--- src/pssq_pkg.sv ---
// How it works
// - six power states in one machine
// - rest request on live link sends sleep
// - received sleep command opens acknowledge window
// - reject during acknowledge returns to normal
// - window expiry sends sleep as acknowledgement
// - sent and received sleep enters quiet
// - handshake timeout fails back to active
// - partner abort ends in handshake timeout
// - entering normal clears seen and reject
// - quiet sends silence, energy detect off
// - sleep entered once line activity stops
// - sleep powers transmitter down, awaits wake
// - wake on live link sends wake command
// - wake on dead link sends wake pulse
// - receiver not ready: link first, then command
// - detected wake forwarded to other ports
// - forwarding leaves the cycle after detection
// - wake indication on link-down wake events
// - energy detection done well within 2 ms
// - early wake cancels sleep entry
// - late wake latched, acted on in sleep
// - sleep command lasts 64 bit times
// - wake command lasts 64 bit times
// - wake pulse lasts about one millisecond
// - acknowledge window about eight milliseconds
package pssq_pkg;

    // --------
    // timing
    // --------
    localparam int CLK_MHZ          = 40;
    localparam int CLK_PERIOD_NS    = 25;
    localparam int BIT_TIME_NS      = 10;      // 100 Mbit/s line rate
    localparam int CMD_MIN_BITS     = 64;
    localparam int CMD_CYCLES       =
        (CMD_MIN_BITS * BIT_TIME_NS + CLK_PERIOD_NS - 1) / CLK_PERIOD_NS;
    localparam int WAKE_PULSE_US    = 1000;
    localparam int PULSE_CYC_DEF    = WAKE_PULSE_US * CLK_MHZ;
    localparam int ACK_WINDOW_US    = 8000;
    localparam int ACK_CYC_DEF      = ACK_WINDOW_US * CLK_MHZ;
    localparam int HS_TIMEOUT_US    = 16000;
    localparam int HS_CYC_DEF       = HS_TIMEOUT_US * CLK_MHZ;
    localparam int ENERGY_FILTER_NS = 1000;    // far below the 2 ms limit
    localparam int ENERGY_CYCLES    =
        (ENERGY_FILTER_NS + CLK_PERIOD_NS - 1) / CLK_PERIOD_NS;
    localparam int TMR_W            = 20;
    localparam int CNT_W            = 6;

    // --------
    // register map
    // --------
    localparam int ADDR_W           = 8;
    localparam int DATA_W           = 32;
    localparam logic [7:0] REG_CTRL   = 8'h00;
    localparam logic [7:0] REG_CMD    = 8'h04;
    localparam logic [7:0] REG_STATUS = 8'h08;
    localparam int CTRL_CAP_BIT     = 0;
    localparam int CTRL_FWD_BIT     = 1;
    localparam logic [1:0] CTRL_RST = 2'h0;
    localparam int CMD_REST_BIT     = 0;
    localparam int CMD_WAKE_BIT     = 1;
    localparam int CMD_REJECT_BIT   = 2;
    localparam int STAT_STATE_LSB   = 0;
    localparam int STAT_PEND_BIT    = 8;
    localparam int STAT_LPS_BIT     = 9;
    localparam int STAT_FAIL_BIT    = 16;
    localparam int STAT_WEVT_BIT    = 17;

    // --------
    // types
    // --------
    typedef enum logic [1:0] {
        MODE_SILENT   = 2'h0,
        MODE_TRAINING = 2'h1,
        MODE_NORMAL   = 2'h2
    } pssq_txmode_t;

    typedef enum logic [5:0] {
        ST_NORMAL = 6'h01,
        ST_ACKWT  = 6'h02,
        ST_HSREQ  = 6'h04,
        ST_QUIET  = 6'h08,
        ST_FAILED = 6'h10,
        ST_SLEEP  = 6'h20
    } pssq_state_t;

    typedef struct packed {
        logic txLps;
        logic txWur;
        logic txPulse;
        logic txSilent;
        logic txPowerDown;
        logic energyDetEn;
    } pssq_txctl_t;

    localparam pssq_txctl_t TXCTL_RST = 6'h01;

endpackage

--- src/pssq_sequencer.sv ---
`timescale 1ns/1ps
module pssq_sequencer
    import pssq_pkg::*;
#(
    parameter logic [TMR_W-1:0] ACK_WIN_CYC = TMR_W'(ACK_CYC_DEF),
    parameter logic [TMR_W-1:0] HS_TO_CYC   = TMR_W'(HS_CYC_DEF),
    parameter logic [TMR_W-1:0] PULSE_CYC   = TMR_W'(PULSE_CYC_DEF)
) (
    // clock and reset
    input  wire logic               sys_clk,
    input  wire logic               sys_rst,
    // register port
    input  wire logic [ADDR_W-1:0]  regAddr,
    input  wire logic [DATA_W-1:0]  regWrData,
    input  wire logic               regWr,
    input  wire logic               regRd,
    output      logic [DATA_W-1:0]  regRdData,
    // coding sublayer status, same clock
    input  wire pssq_txmode_t       txMode,
    input  wire logic               rcvrOk,
    input  wire logic               lpsRcvd,
    input  wire logic               wurRcvd,
    input  wire logic               lineActive,
    input  wire logic               idleSlot,
    // asynchronous pins
    input  wire logic               lineEnergyPin,
    input  wire logic               wakeFwdInPin,
    // transmitter control and indications
    output      pssq_txctl_t        txCtl,
    output      pssq_state_t        seqState,
    output      logic               wakeIndicate,
    output      logic               sleepFailInd,
    output      logic               wakeFwdOut
);

    // --------
    // constants derived from parameters
    // --------
    localparam logic [TMR_W-1:0] ACK_LAST   = ACK_WIN_CYC - TMR_W'(1);
    localparam logic [TMR_W-1:0] HS_LAST    = HS_TO_CYC - TMR_W'(1);
    localparam logic [TMR_W-1:0] PULSE_LAST = PULSE_CYC - TMR_W'(1);
    localparam logic [TMR_W-1:0] WUR_LAST   = TMR_W'(CMD_CYCLES - 1);
    localparam logic [CNT_W-1:0] LPS_DONE   = CNT_W'(CMD_CYCLES);
    localparam logic [CNT_W-1:0] NRG_LAST   = CNT_W'(ENERGY_CYCLES - 1);
    localparam logic [CNT_W-1:0] NRG_FULL   = CNT_W'(ENERGY_CYCLES);

    // --------
    // state declarations
    // --------
    logic [1:0]        ctrl_reg,     ctrl_next;
    logic [DATA_W-1:0] rdData_reg,   rdData_next;
    pssq_state_t       state_reg,    state_next;
    logic [TMR_W-1:0]  tmr_reg,      tmr_next;
    logic [CNT_W-1:0]  lpsCnt_reg,   lpsCnt_next;
    logic [TMR_W-1:0]  wakeCnt_reg,  wakeCnt_next;
    logic [CNT_W-1:0]  nrgCnt_reg,   nrgCnt_next;
    logic              restPend_reg, restPend_next;
    logic              lpsSeen_reg,  lpsSeen_next;
    logic              reject_reg,   reject_next;
    logic              wakePend_reg, wakePend_next;
    logic              wakeHold_reg, wakeHold_next;
    logic              fail_reg,     fail_next;
    logic              wakeEvt_reg,  wakeEvt_next;
    pssq_txctl_t       txCtl_reg,    txCtl_next;
    logic              wInd_reg,     wInd_next;
    logic              sFail_reg,    sFail_next;
    logic              fwd_reg,      fwd_next;
    logic              nrgSyncA_reg;
    logic              nrgSyncB_reg;
    logic              fwdSyncA_reg;
    logic              fwdSyncB_reg;
    logic              fwdSyncC_reg;

    // bus decode and events
    logic swRest;
    logic swWake;
    logic swReject;
    logic stWrite;
    logic fwdIn;
    logic energyHit;
    logic wakeReq;
    logic anyWake;
    logic linkDown;
    logic lpsDone;
    logic wakeDone;

    // --------
    // event decode
    // --------
    // write strobes to the command word act as one-cycle pulses
    assign swRest    = regWr && regAddr == REG_CMD && regWrData[CMD_REST_BIT];
    assign swWake    = regWr && regAddr == REG_CMD && regWrData[CMD_WAKE_BIT];
    assign swReject  = regWr && regAddr == REG_CMD
                       && regWrData[CMD_REJECT_BIT];
    assign stWrite   = regWr && regAddr == REG_STATUS;
    // forwarded wake from another port: rising edge, read after sync
    assign fwdIn     = fwdSyncB_reg && !fwdSyncC_reg;
    // energy counts only while detection is enabled
    assign energyHit = nrgSyncB_reg && txCtl_reg.energyDetEn
                       && nrgCnt_reg == NRG_LAST;
    assign wakeReq   = swWake || fwdIn;
    assign anyWake   = wakeReq || wurRcvd || energyHit;
    assign linkDown  = txMode != MODE_NORMAL;
    assign lpsDone   = lpsCnt_reg == LPS_DONE;
    assign wakeDone  = (txCtl_reg.txWur && wakeCnt_reg == WUR_LAST)
                       || (txCtl_reg.txPulse
                           && wakeCnt_reg == PULSE_LAST);

    // --------
    // register port
    // --------
    // read data stands only in the cycle after the read strobe
    always_comb begin
        ctrl_next   = ctrl_reg;
        rdData_next = '0;
        if (regWr && regAddr == REG_CTRL) begin
            ctrl_next = regWrData[1:0];
        end
        if (regRd) begin
            case (regAddr)
                REG_CTRL: begin
                    rdData_next[1:0] = ctrl_reg;
                end
                REG_STATUS: begin
                    rdData_next[STAT_STATE_LSB +: 6] = state_reg;
                    rdData_next[STAT_PEND_BIT]       = wakePend_reg;
                    rdData_next[STAT_LPS_BIT]        = lpsSeen_reg;
                    rdData_next[STAT_FAIL_BIT]       = fail_reg;
                    rdData_next[STAT_WEVT_BIT]       = wakeEvt_reg;
                end
                default: begin
                    rdData_next = '0;   // command word and holes read zero
                end
            endcase
        end
    end

    always_ff @(posedge sys_clk) begin
        if (sys_rst) begin
            ctrl_reg   <= CTRL_RST;
            rdData_reg <= '0;
        end else begin
            ctrl_reg   <= ctrl_next;
            rdData_reg <= rdData_next;
        end
    end

    // --------
    // power state machine
    // --------
    // one comb block for the machine and its latches; timers are in the next block
    always_comb begin
        state_next    = state_reg;
        restPend_next = restPend_reg;
        lpsSeen_next  = lpsSeen_reg;
        reject_next   = reject_reg;
        wakePend_next = wakePend_reg;
        wakeHold_next = wakeHold_reg;
        fail_next     = fail_reg;
        wakeEvt_next  = wakeEvt_reg;

        // transitions
        case (state_reg)
            ST_NORMAL: begin
                if (ctrl_reg[CTRL_CAP_BIT] && txMode == MODE_NORMAL
                    && !wakePend_reg && !wakeReq) begin
                    if (restPend_reg) begin
                        state_next = ST_HSREQ;
                    end else if (lpsSeen_reg) begin
                        state_next = ST_ACKWT;
                    end
                end
            end
            ST_ACKWT: begin
                if (reject_reg || anyWake || wakePend_reg) begin
                    state_next = ST_NORMAL;
                end else if (tmr_reg == ACK_LAST) begin
                    state_next = ST_HSREQ;
                end
            end
            ST_HSREQ: begin
                if (anyWake || wakePend_reg) begin
                    state_next = ST_NORMAL;
                end else if (lpsDone && lpsSeen_reg) begin
                    state_next = ST_QUIET;
                end else if (tmr_reg == HS_LAST) begin
                    // partner abort shows up only as this timeout
                    state_next = ST_FAILED;
                end
            end
            ST_QUIET: begin
                if (!lineActive) begin
                    state_next = ST_SLEEP;
                end
            end
            ST_FAILED: begin
                state_next = ST_NORMAL;
            end
            ST_SLEEP: begin
                if (wakePend_reg || wakeHold_reg || anyWake) begin
                    state_next = ST_NORMAL;
                end
            end
            default: begin
                state_next = ST_NORMAL;
            end
        endcase

        // rest request pending until normal moves to the handshake
        if (state_next == ST_HSREQ && state_reg == ST_NORMAL) begin
            restPend_next = 1'b0;
        end
        if (swRest) begin
            restPend_next = 1'b1;
        end

        // seen and reject clear on entry to normal; a new set wins
        if (state_next == ST_NORMAL && state_reg != ST_NORMAL) begin
            lpsSeen_next = 1'b0;
            reject_next  = 1'b0;
        end
        if (state_reg == ST_NORMAL) begin
            reject_next = 1'b0;
        end
        if (lpsRcvd) begin
            lpsSeen_next = 1'b1;
        end
        if (swReject && state_reg == ST_ACKWT) begin
            reject_next = 1'b1;
        end

        // late wake in quiet cannot stop the descent, so hold it
        if (state_reg == ST_SLEEP) begin
            wakeHold_next = 1'b0;
        end
        if (state_reg == ST_QUIET && anyWake) begin
            wakeHold_next = 1'b1;
        end

        // local wake stays pending until fully sent
        if (wakeDone) begin
            wakePend_next = 1'b0;
        end
        if (wakeReq) begin
            wakePend_next = 1'b1;
        end

        // sticky status, write one to clear, set wins
        if (stWrite && regWrData[STAT_FAIL_BIT]) begin
            fail_next = 1'b0;
        end
        if (stWrite && regWrData[STAT_WEVT_BIT]) begin
            wakeEvt_next = 1'b0;
        end
        if (state_next == ST_FAILED) begin
            fail_next = 1'b1;
        end
        if (anyWake) begin
            wakeEvt_next = 1'b1;
        end
    end

    // --------
    // timers and transmit control
    // --------
    always_comb begin
        // state timer restarts on every state change
        if (state_next != state_reg) begin
            tmr_next = '0;
        end else if (tmr_reg != '1) begin
            tmr_next = tmr_reg + TMR_W'(1);
        end else begin
            tmr_next = tmr_reg;
        end

        // sleep command length counter, saturates at 64 bit times
        if (!txCtl_reg.txLps) begin
            lpsCnt_next = '0;
        end else if (lpsCnt_reg != LPS_DONE) begin
            lpsCnt_next = lpsCnt_reg + CNT_W'(1);
        end else begin
            lpsCnt_next = lpsCnt_reg;
        end

        // wake command or pulse length; a break restarts it
        if ((txCtl_reg.txWur || txCtl_reg.txPulse) && !wakeDone) begin
            wakeCnt_next = wakeCnt_reg + TMR_W'(1);
        end else begin
            wakeCnt_next = '0;
        end

        // energy filter: input must stay high for the filter time
        if (!nrgSyncB_reg || !txCtl_reg.energyDetEn) begin
            nrgCnt_next = '0;
        end else if (nrgCnt_reg != NRG_FULL) begin
            nrgCnt_next = nrgCnt_reg + CNT_W'(1);
        end else begin
            nrgCnt_next = nrgCnt_reg;
        end

        // transmit controls follow the next state
        txCtl_next             = '0;
        txCtl_next.txLps       = state_next == ST_HSREQ;
        txCtl_next.txSilent    = state_next == ST_QUIET;
        txCtl_next.txPowerDown = state_next == ST_SLEEP;
        // detection off in quiet to avoid mutual wake on our own tail
        txCtl_next.energyDetEn = state_next != ST_QUIET;
        if (state_next == ST_NORMAL && wakePend_next) begin
            if (txMode == MODE_NORMAL && rcvrOk) begin
                // commands only ride on idle; training waits
                txCtl_next.txWur = idleSlot;
            end else if (txMode == MODE_SILENT) begin
                txCtl_next.txPulse = 1'b1;
            end
        end

        // indications: one-cycle pulses
        wInd_next  = linkDown && anyWake;
        sFail_next = state_next == ST_FAILED && state_reg != ST_FAILED;
        // forwarding leaves the cycle after detection
        fwd_next   = ctrl_reg[CTRL_FWD_BIT] && (wurRcvd || energyHit);
    end

    // --------
    // registers
    // --------
    always_ff @(posedge sys_clk) begin
        if (sys_rst) begin
            state_reg    <= ST_NORMAL;
            tmr_reg      <= '0;
            lpsCnt_reg   <= '0;
            wakeCnt_reg  <= '0;
            nrgCnt_reg   <= '0;
            restPend_reg <= 1'b0;
            lpsSeen_reg  <= 1'b0;
            reject_reg   <= 1'b0;
            wakePend_reg <= 1'b0;
            wakeHold_reg <= 1'b0;
            fail_reg     <= 1'b0;
            wakeEvt_reg  <= 1'b0;
            txCtl_reg    <= TXCTL_RST;
            wInd_reg     <= 1'b0;
            sFail_reg    <= 1'b0;
            fwd_reg      <= 1'b0;
            nrgSyncA_reg <= 1'b0;
            nrgSyncB_reg <= 1'b0;
            fwdSyncA_reg <= 1'b0;
            fwdSyncB_reg <= 1'b0;
            fwdSyncC_reg <= 1'b0;
        end else begin
            state_reg    <= state_next;
            tmr_reg      <= tmr_next;
            lpsCnt_reg   <= lpsCnt_next;
            wakeCnt_reg  <= wakeCnt_next;
            nrgCnt_reg   <= nrgCnt_next;
            restPend_reg <= restPend_next;
            lpsSeen_reg  <= lpsSeen_next;
            reject_reg   <= reject_next;
            wakePend_reg <= wakePend_next;
            wakeHold_reg <= wakeHold_next;
            fail_reg     <= fail_next;
            wakeEvt_reg  <= wakeEvt_next;
            txCtl_reg    <= txCtl_next;
            wInd_reg     <= wInd_next;
            sFail_reg    <= sFail_next;
            fwd_reg      <= fwd_next;
            // pins pass two flops before anything looks at them
            nrgSyncA_reg <= lineEnergyPin;
            nrgSyncB_reg <= nrgSyncA_reg;
            fwdSyncA_reg <= wakeFwdInPin;
            fwdSyncB_reg <= fwdSyncA_reg;
            fwdSyncC_reg <= fwdSyncB_reg;
        end
    end

    // --------
    // outputs, all straight from flops
    // --------
    assign regRdData    = rdData_reg;
    assign txCtl        = txCtl_reg;
    assign seqState     = state_reg;
    assign wakeIndicate = wInd_reg;
    assign sleepFailInd = sFail_reg;
    assign wakeFwdOut   = fwd_reg;

endmodule // pssq_sequencer

--- config.mk ---
export PLATFORM = sky130hd
export DESIGN_NAME = pssq_sequencer
export DESIGN_NICKNAME = d
export VERILOG_FILES = /design/src/pssq_pkg.sv /design/src/pssq_sequencer.sv
export SDC_FILE = /design/constraint.sdc
export NUM_CORES = 1
export LEC_CHECK = 0
export BUFFER_PORTS_ARGS = -buffer_cell sky130_fd_sc_hd__buf_2
export CAP_MARGIN = 20
export CORE_ASPECT_RATIO = 1.2
export CORE_MARGIN = 2
export CORE_UTILIZATION = 30
export CTS_BUF_LIST = sky130_fd_sc_hd__clkbuf_8
export CTS_CLUSTER_SIZE = 25
export DETAILED_ROUTE_END_ITERATION = 8
export HOLD_SLACK_MARGIN = 0.03
export PLACE_DENSITY = 0.47
export SYNTH_ARGS = -nofsm -noshare
export SYNTH_HDL_FRONTEND = slang
export SYNTH_SLANG_ARGS = --single-unit
--- constraint.sdc ---
create_clock -name sys_clk -period 3 [get_ports sys_clk]
set_input_delay 0 -clock sys_clk [delete_from_list [all_inputs] [get_ports sys_clk]]
set_output_delay 0 -clock sys_clk [all_outputs]
set_load 0.01 [all_outputs]
# Word-level counts from Yosys, hierarchy flattened
# Index checks and enable logic that the tools add are counted.
# totals
register_bits	113
# classes
n_addsub	4
eq_ne	27
mux	27
bitwise	6
n_reduce_logical	61
# op_table
op	n
6-bit two-way mux	10
20-bit by 1-bit adder with 20-bit output (second input constant)	2
6-bit one-hot mux with 5 select lines	1
1-bit logical AND	27
20-bit by 16-bit equality test with 1-bit output (second input constant)	1
20-bit by 19-bit equality test with 1-bit output (second input constant)	1
20-bit equality test (second input constant)	1
20-bit by 5-bit equality test with 1-bit output (second input constant)	1
20-bit inequality test (second input constant)	1
6-bit equality test (second input constant)	3
1-bit two-way mux	15
6-bit by 1-bit adder with 6-bit output (second input constant)	2
6-bit by 1-bit equality test with 1-bit output (second input constant)	2
6-bit by 3-bit equality test with 1-bit output (second input constant)	2
6-bit by 4-bit equality test with 1-bit output (second input constant)	2
6-bit by 5-bit equality test with 1-bit output (second input constant)	2
1-bit logical OR	12
6-bit by 5-bit inequality test with 1-bit output (second input constant)	2
2-bit nonzero test	5
2-bit OR reduction	5
3-bit OR reduction	3
8-bit by 3-bit equality test with 1-bit output (second input constant)	1
8-bit by 4-bit equality test with 1-bit output (second input constant)	1
8-bit zero test	1
12 further kinds	22

# Longest topological paths before layout
# Gate-level depths: netlist (run 1).
# logic_depth
ltp_word	15
mapped_depth	9
ltp_nobuf	8

# Worst setup path after synthesis (run 1)
# Ideal clock, no wire load.
# synth_path
path_kind	register to register
start	register state_reg[0], in the netlist seqState[0]
end	register tmr_reg[19]
arrival_ps	2058
path_slack_ps	855
stages_incl_launch_ff	9
period_less_slack_ps	2145
path_cell_list	dfxtp_1 > buf_2 > or4_4 > nor3_2 > inv_1 > o31ai_1 > nand4_1 > buf_4 > nor4b_4
# synth_via
elab_chain_len	6
# synth_lines
element	line	rtl
from (decl)	pssq_sequencer.sv:52	pssq_state_t state_reg, state_next;
from (signal assigned)	pssq_sequencer.sv:351	state_reg <= state_next;
6-bit two-way mux (on tied branches)	pssq_sequencer.sv:186, pssq_sequencer.sv:169	
6-bit two-way mux (on tied branches)	pssq_sequencer.sv:184, pssq_sequencer.sv:167	
6-bit two-way mux (on tied branches)	pssq_sequencer.sv:182, pssq_sequencer.sv:165	
6-bit one-hot mux with 5 select lines	pssq_sequencer.sv:163	case (state_reg)
6-bit inequality test *	pssq_sequencer.sv:268	if (state_next != state_reg) begin
2-bit OR reduction (no source line) *	n/a	
to (signal assigned)	pssq_sequencer.sv:352	tmr_reg <= tmr_next;
to (decl)	pssq_sequencer.sv:53	logic [TMR_W-1:0] tmr_reg, tmr_next;
# Every way passes the cells marked *; elsewhere a longest branch is shown, timed or not.
# A chain may end at the register's enable or synchronous reset.

# Worst setup path in the final report (run 1)
# layout_path
start	register state_reg[4], in the netlist seqState[4]
end	register txCtl_reg, in the netlist txCtl[3]
# layout_via
elab_chain_len	8
# layout_lines
element	line	rtl
6-bit two-way mux (on tied branches)	pssq_sequencer.sv:186, pssq_sequencer.sv:169	
6-bit two-way mux (on tied branches)	pssq_sequencer.sv:184, pssq_sequencer.sv:167	
6-bit two-way mux (on tied branches)	pssq_sequencer.sv:182, pssq_sequencer.sv:165	
6-bit one-hot mux with 5 select lines *	pssq_sequencer.sv:163	
6-bit by 1-bit equality test with 1-bit output *	pssq_sequencer.sv:308	if (state_next == ST_NORMAL && wakePend_next) begin
1-bit logical AND *	pssq_sequencer.sv:308	
1-bit inverter (no source line) *	n/a	
3-bit OR reduction (no source line) *	n/a	
to (signal assigned)	pssq_sequencer.sv:363	txCtl_reg <= txCtl_next;
to (decl)	pssq_sequencer.sv:64	pssq_txctl_t txCtl_reg, txCtl_next;
# Marked as above.

==> metrics, run 1 <==
dominant cell type by area after synthesis=dfxtp_1; die area=15400 um2; DRC Markers=0; CTS tree=built; Synth area leaders=dfxtp_1, nor2_1, xnor2_1; Pleak=1.80 nW; CTS Buffer Depth=2; DR top layer=met4; final core occ=35.8%; f_max=0.367 GHz; wire length on met3=382 um; first-pass GRT wire length=16.4 mm; CTS H-tree depth=3; Clock Sinks=91; Synth warnings=0; antenna violations before repair=0; max-cap violation count=0; Non-Filler Instances=740; Final #Nets=620; post-synth top area share=42.1%; CP delay by family, top=simple AND/OR/NAND/NOR gates; Max transition margin=55.3%; max-slew violation count=0; Tmin final=2730 ps; crit share post-route=90.9%; crit-path max cell delay=610 ps; Post-synth top flop=dfxtp_1; status=finished clean; Post-synth EDFFs=0; synth unique cells=54; clk_skew=18.3 ps; CP Cell Sequence=or4_1 > nor2_1 > o32ai_1 > buf_4 > a311oi_1 > nor3b_1 > dlygate4sd3_1; met1 wire length=4.72 mm; DR pass1 iterations=4; Slew @ Worst Pin=671 ps; DP Cell Count=703; FILL cells=1500; metal2 WL=4.82 mm; Worst path slowest cell=or4_1; grt total ovfl=0; detailed-route via count=3539; 1st-iter DRT viols=233; Die W=114 um; clock root cell=clkbuf_8; commonest non-fill, non-tap cell in the layout=dfxtp_1; fraction of layout instances using a drive strength above 1=15.6%; CP required=3310 ps; Hold Path Class=input port to flop; Crit path arrival time=3030 ps; power per cell area=429 nW/um2; gpl congestion=0.811; hpwl dp=7.21 mm; Initial Util=30.4%; critical-path maximum fanout=8; ys async rst share=0%; FF+latch count, synth=91; Routed WL per cell=13.6 um; worst path bufs/invs=2; largest net degree at the start of global routing=27; Cell Area, Synth=4320 um2; startpoint class of the critical path=flop; Area Growth Syn to Fin=17.7%; RSZ-0062 raised after global routing=no; Mapped Cells=489; TritonCTS buffer count=9; core area=14200 um2; clock latency on the worst-skew pair=370 ps; Final setup viols=0; IO buf count=50; CP Capture Type=flop; sequential element share of the synthesized area=42.1%; io pins=100; vias per cell=4.78; row count=48; die height=135 um; Routed WL=10.1 mm; Total GRT Usage=13.3%; maximum VDD drop=169 uV; crit path kind=flop to flop; Final Hold Violating Endpoints=0; antenna violation net count after detailed routing=0; Setup TNS=0 ps; vias in the first global route=3345; Ant. Diodes=0; most frequent cells in the layout=dfxtp_1, nor2_1, buf_2; Post-Syn Area per Cell=8.84 um2; CTS clock-pin slew for the worst setup and hold paths=100 ps
-- tightest hold or removal path, stage by stage --
cell and delay, ps:
buf_2 110, o21ba_2 240, nor3b_1 40
-- path summary, 6_finish.rpt --
| path | endpoint | start | slack (ps) | cells past startpoint |
|---|---|---|---|---|
| setup / recovery | txCtl[3] | seqState[4] | 270 | 7 |
| hold reg to reg | fwdSyncB_reg | fwdSyncA_reg | 440 | 1 |
| hold / removal | wakeFwdOut | wurRcvd | 70 | 3 |
| setup reg to reg | txCtl[3] | seqState[4] | 270 | 7 |
-- Yosys cell counts (6+ instances only) --
cell      count
and3_1        7
dfxtp_1      91
nor3_1       36
buf_4        24
nand4_1      21
and2_1        9
nand2_1      23
xor2_1       21
nor2_1       63
nand3_1      26
a21oi_1       8
nor2b_1       8
a31oi_1       8
inv_1        16
ha_1          7
mux2i_1       6
buf_2         6
clkbuf_1      8
xnor2_1      24
nor4_1        8
-- area by class of cell --
type	count	area, um2	area share (%)
clock inverters	6	66.3	1.30
flip-flops and latches	91	1820	35.8
clock buffers	10	138	2.70
repair buffers	77	505	9.93
inverters	16	60.1	1.18
multi-input cells	365	2280	44.8
well taps	175	219	4.30
-- through the flow --
stage	setup WS, ps	power [mW]	area, um2	hold WS (ps)
after floorplan	855	1.33	4400	75.1
after global routing	91.2	2.28	5090	62.2
final	273	2.18	5090	74.1
after detailed placement	695	1.34	4680	198
after CTS	251	2.22	5090	67.1
after global placement	698	1.34	4680	199
-- logic make-up after synthesis --
group           after synthesis  share of synthesized area, %
buf+inv                      54                          6.95
simple gates                245                          31.8
mux                           6                          1.39
xor+xnor                     45                          9.12
compound gates               40                          6.48
flops                        91                          42.1
fa+ha+maj                     7                          2.03
other cells                   1                        0.0867
-- metal layers --
metal / GRT usage (%) / vias to the layer above
met4: 5.28 / 0
met3: 3.18 / 10
met1: 16.3 / 1651
li1: - / 1813
met5: 0 / -
met2: 22.5 / 65
-- timing repair --
action,CTS,global route
gates resized for setup,0,0
hold buffers,21,0
setup buffers,0,0
hold endpoints to repair,17,0
-- where the power goes --
group / total (mW) / leakage, nW / switching, mW / internal [mW]
Combinational: 0.105 / 0.966 / 0.0595 / 0.0454
Sequential: 1.23 / 0.736 / 0.00814 / 1.22
Clock: 0.852 / 0.0999 / 0.444 / 0.408
Power figures use the tool's default switching activity.
==> run 2, diff against run 1 <==
--- a/config.mk
+++ b/config.mk
@@ -8,13 +8,12 @@
 export BUFFER_PORTS_ARGS = -buffer_cell sky130_fd_sc_hd__buf_2
 export CAP_MARGIN = 20
 export CORE_ASPECT_RATIO = 1.2
-export CORE_MARGIN = 2
-export CORE_UTILIZATION = 30
+export CORE_MARGIN = 5
+export CORE_UTILIZATION = 41
 export CTS_BUF_LIST = sky130_fd_sc_hd__clkbuf_8
 export CTS_CLUSTER_SIZE = 25
 export DETAILED_ROUTE_END_ITERATION = 8
 export HOLD_SLACK_MARGIN = 0.03
-export PLACE_DENSITY = 0.47
 export SYNTH_ARGS = -nofsm -noshare
 export SYNTH_HDL_FRONTEND = slang
 export SYNTH_SLANG_ARGS = --single-unit
==> run 2 against run 1 <==
Against the previous run:
- routed wire length down 6.0%
- sequential cell count unchanged
- critical path depth unchanged
- register-to-register slack better by 20 ps
- clock skew down 3.6 ps
- global-route usage up 2.2 points
- via count down 0.59%
==> metrics, run 2 (synthesis results as in run 1) <==
status=finished clean; CTS tree=built; TritonCTS buffer count=9 (unchanged); CTS Buffer Depth=2 (unchanged); Setup TNS=0 ps (unchanged); Reg power frac=58.2% (+2.0 points); f_max=0.369 GHz (+0.65%); Hold Path Class=input port to flop; detailed-route via count=3518 (-0.59%); CTS H-tree depth=3 (unchanged); Initial Util=41.5% (+11 points); largest net degree at the start of global routing=27 (unchanged); first-pass GRT wire length=16.4 mm (about the same); Hold Path Cell Cnt=3 (unchanged); antenna violation net count after detailed routing=0 (unchanged); Tmin final=2710 ps (-17.5 ps); DRC Markers=0 (unchanged); Routed WL per cell=13.7 um (+0.54%); power per cell area=421 nW/um2 (-1.8%); Total GRT Usage=15.5% (+2.2 points); Final #Nets=618 (-0.32%); RSZ-0062 raised after global routing=no; antenna violations before repair=0 (unchanged); DR pass1 iterations=4 (unchanged); row count=41 (-15%); clock latency on the worst-skew pair=370 ps (about the same); Finished Cell Area=5000 um2 (-1.8%); Tot Pwr=2.11 mW (-3.5%); max-slew violation count=0 (unchanged); fraction of layout instances using a drive strength above 1=15.3% (-0.30 points); Clk pwr share=36.8% (-2.2 points); pre-CTS WS=715 ps (+19.8 ps); reg2reg start=seqState[1]; io pins=100 (unchanged); grt total ovfl=0 (unchanged); commonest non-fill, non-tap cell in the layout=dfxtp_1; Switching Power=0.517 mW (+1.0%); Area Growth Syn to Fin=15.6%; final core occ=48.0% (+12 points); Reg2Reg Setup Slack=290 ps (+20 ps); Routed WL=9.47 mm (-6.0%); setup ws final=291 ps (+17.5 ps); CP required=3310 ps (about the same); Hold EP=wakeFwdOut; die height=122 um (-9.6%); die area=12700 um2 (-17%); most frequent cells in the layout=dfxtp_1, nor2_1, buf_2; vias in the first global route=3457 (+3.3%); Clock Sinks=91 (unchanged); CTS clock-pin slew for the worst setup and hold paths=90 ps (about the same); crit share post-route=90.3% (-0.58 points); Ant. Diodes=0 (unchanged); IO buf count=50 (unchanged); Final Hold Violating Endpoints=0 (unchanged); startpoint class of the critical path=flop; Comb power frac=5.0% (+0.2 points); core area=10400 um2 (-27%); Crit path arrival time=3020 ps (about the same); Slew @ Worst Pin=650 ps (-21.2 ps); Pleak=1.79 nW (-0.70%); R2R depth=7 (unchanged); Critical R2R Capture=txCtl[3]; max-cap violation count=0 (unchanged); hpwl dp=6.76 mm (-6.2%); critical-path maximum fanout=10 (+2); 1st-iter DRT viols=169 (-27%); clock root cell=clkbuf_8; sw frac=24.5% (+1.1 points); hold wc startpoint=wurRcvd; Final setup viols=0 (unchanged); Max transition margin=56.3% (+1.0 points); P_int=1.59 mW (-4.9%); clk_skew=14.7 ps (-3.57 ps); CP Capture Type=flop; vias per cell=5.08 (+6.3%); maximum VDD drop=197 uV (+16%); gpl congestion=0.812 (+0.12%); Placed Area=4600 um2 (-1.6%); crit path kind=flop to flop; Die W=104 um (-8.7%)
[run 2: cell types whose count changed in the layout (fill, tap and decap cells not counted), sizes merged]
cell      previous run  this run
buf                 56        54
clkinvlp             2         1
clkinv               2         1
inv                 17        20
bufinv               1         0
[run 2: through the flow]
| stage | std cells | hold slack (ps) |
|---|---|---|
| floorplan | 510 | 75.1 |
| global placement | 655 | 198 |
| detailed placement | 655 | 196 |
| CTS | 692 | 50.6 |
| global route | 692 | 74.1 |
| finish | 692 | 75.7 |
[run 2: routing by layer]
layer | part of all wire, % | vias to the layer above | track usage, %
met2 | 47 | 78 | 26.0
met3 | 5.5 | 16 | 4.00
met1 | 45 | 1612 | 19.2
met5 | 0 | - | 0
met4 | 2.0 | 0 | 6.15
li1 | - | 1812 | -
[run 2: power by group through the flow]
| stage | sequential (mW) | clock, mW | combinational, mW |
|---|---|---|---|
| after floorplan | 1.25 | 0 | 0.0771 |
| after global placement | 1.25 | 0 | 0.0862 |
| after detailed placement | 1.26 | 0 | 0.0879 |
| after CTS | 1.23 | 0.809 | 0.104 |
| after global routing | 1.23 | 0.860 | 0.118 |
| final | 1.23 | 0.775 | 0.104 |
[run 2: area by class of cell]
| type | count | area (um2) |
|---|---|---|
| Fill cell | 978 | 5420 |
| Inverter | 16 | 60.1 |
| Sequential cell | 91 | 1820 |
| Multi-Input combinational cell | 365 | 2290 |
| Clock buffer | 10 | 138 |
| Timing Repair Buffer | 75 | 490 |
| Clock inverter | 6 | 41.3 |
| Tap cell | 129 | 161 |
[run 2: critical path, cell delays in order, from the launching register on]
cell	delay (ps)
dfxtp_1	440
or4_1	640
nor2_1	230
o32ai_1	140
buf_4	190
a311oi_2	250
nor3b_1	200
dlygate4sd3_1	560
[run 2: repair_timing]
action                                 CTS  global route
setup endpoints to repair                0             1
hold buffers                            21             0
endpoints found under the hold margin   17             0
setup buffers                            0             0
resized for setup                        0             1
[run 2: worst max path at each step]
stage                           start           to  cells past startpoint
final                     seqState[1]     txCtl[3]                      7
after global routing      seqState[1]     txCtl[3]                      7
after CTS                 seqState[1]     txCtl[3]                      7
after detailed placement  seqState[0]   tmr_reg[1]                      7
after global placement    seqState[0]  tmr_reg[19]                      7
after floorplan           seqState[0]  tmr_reg[19]                      8
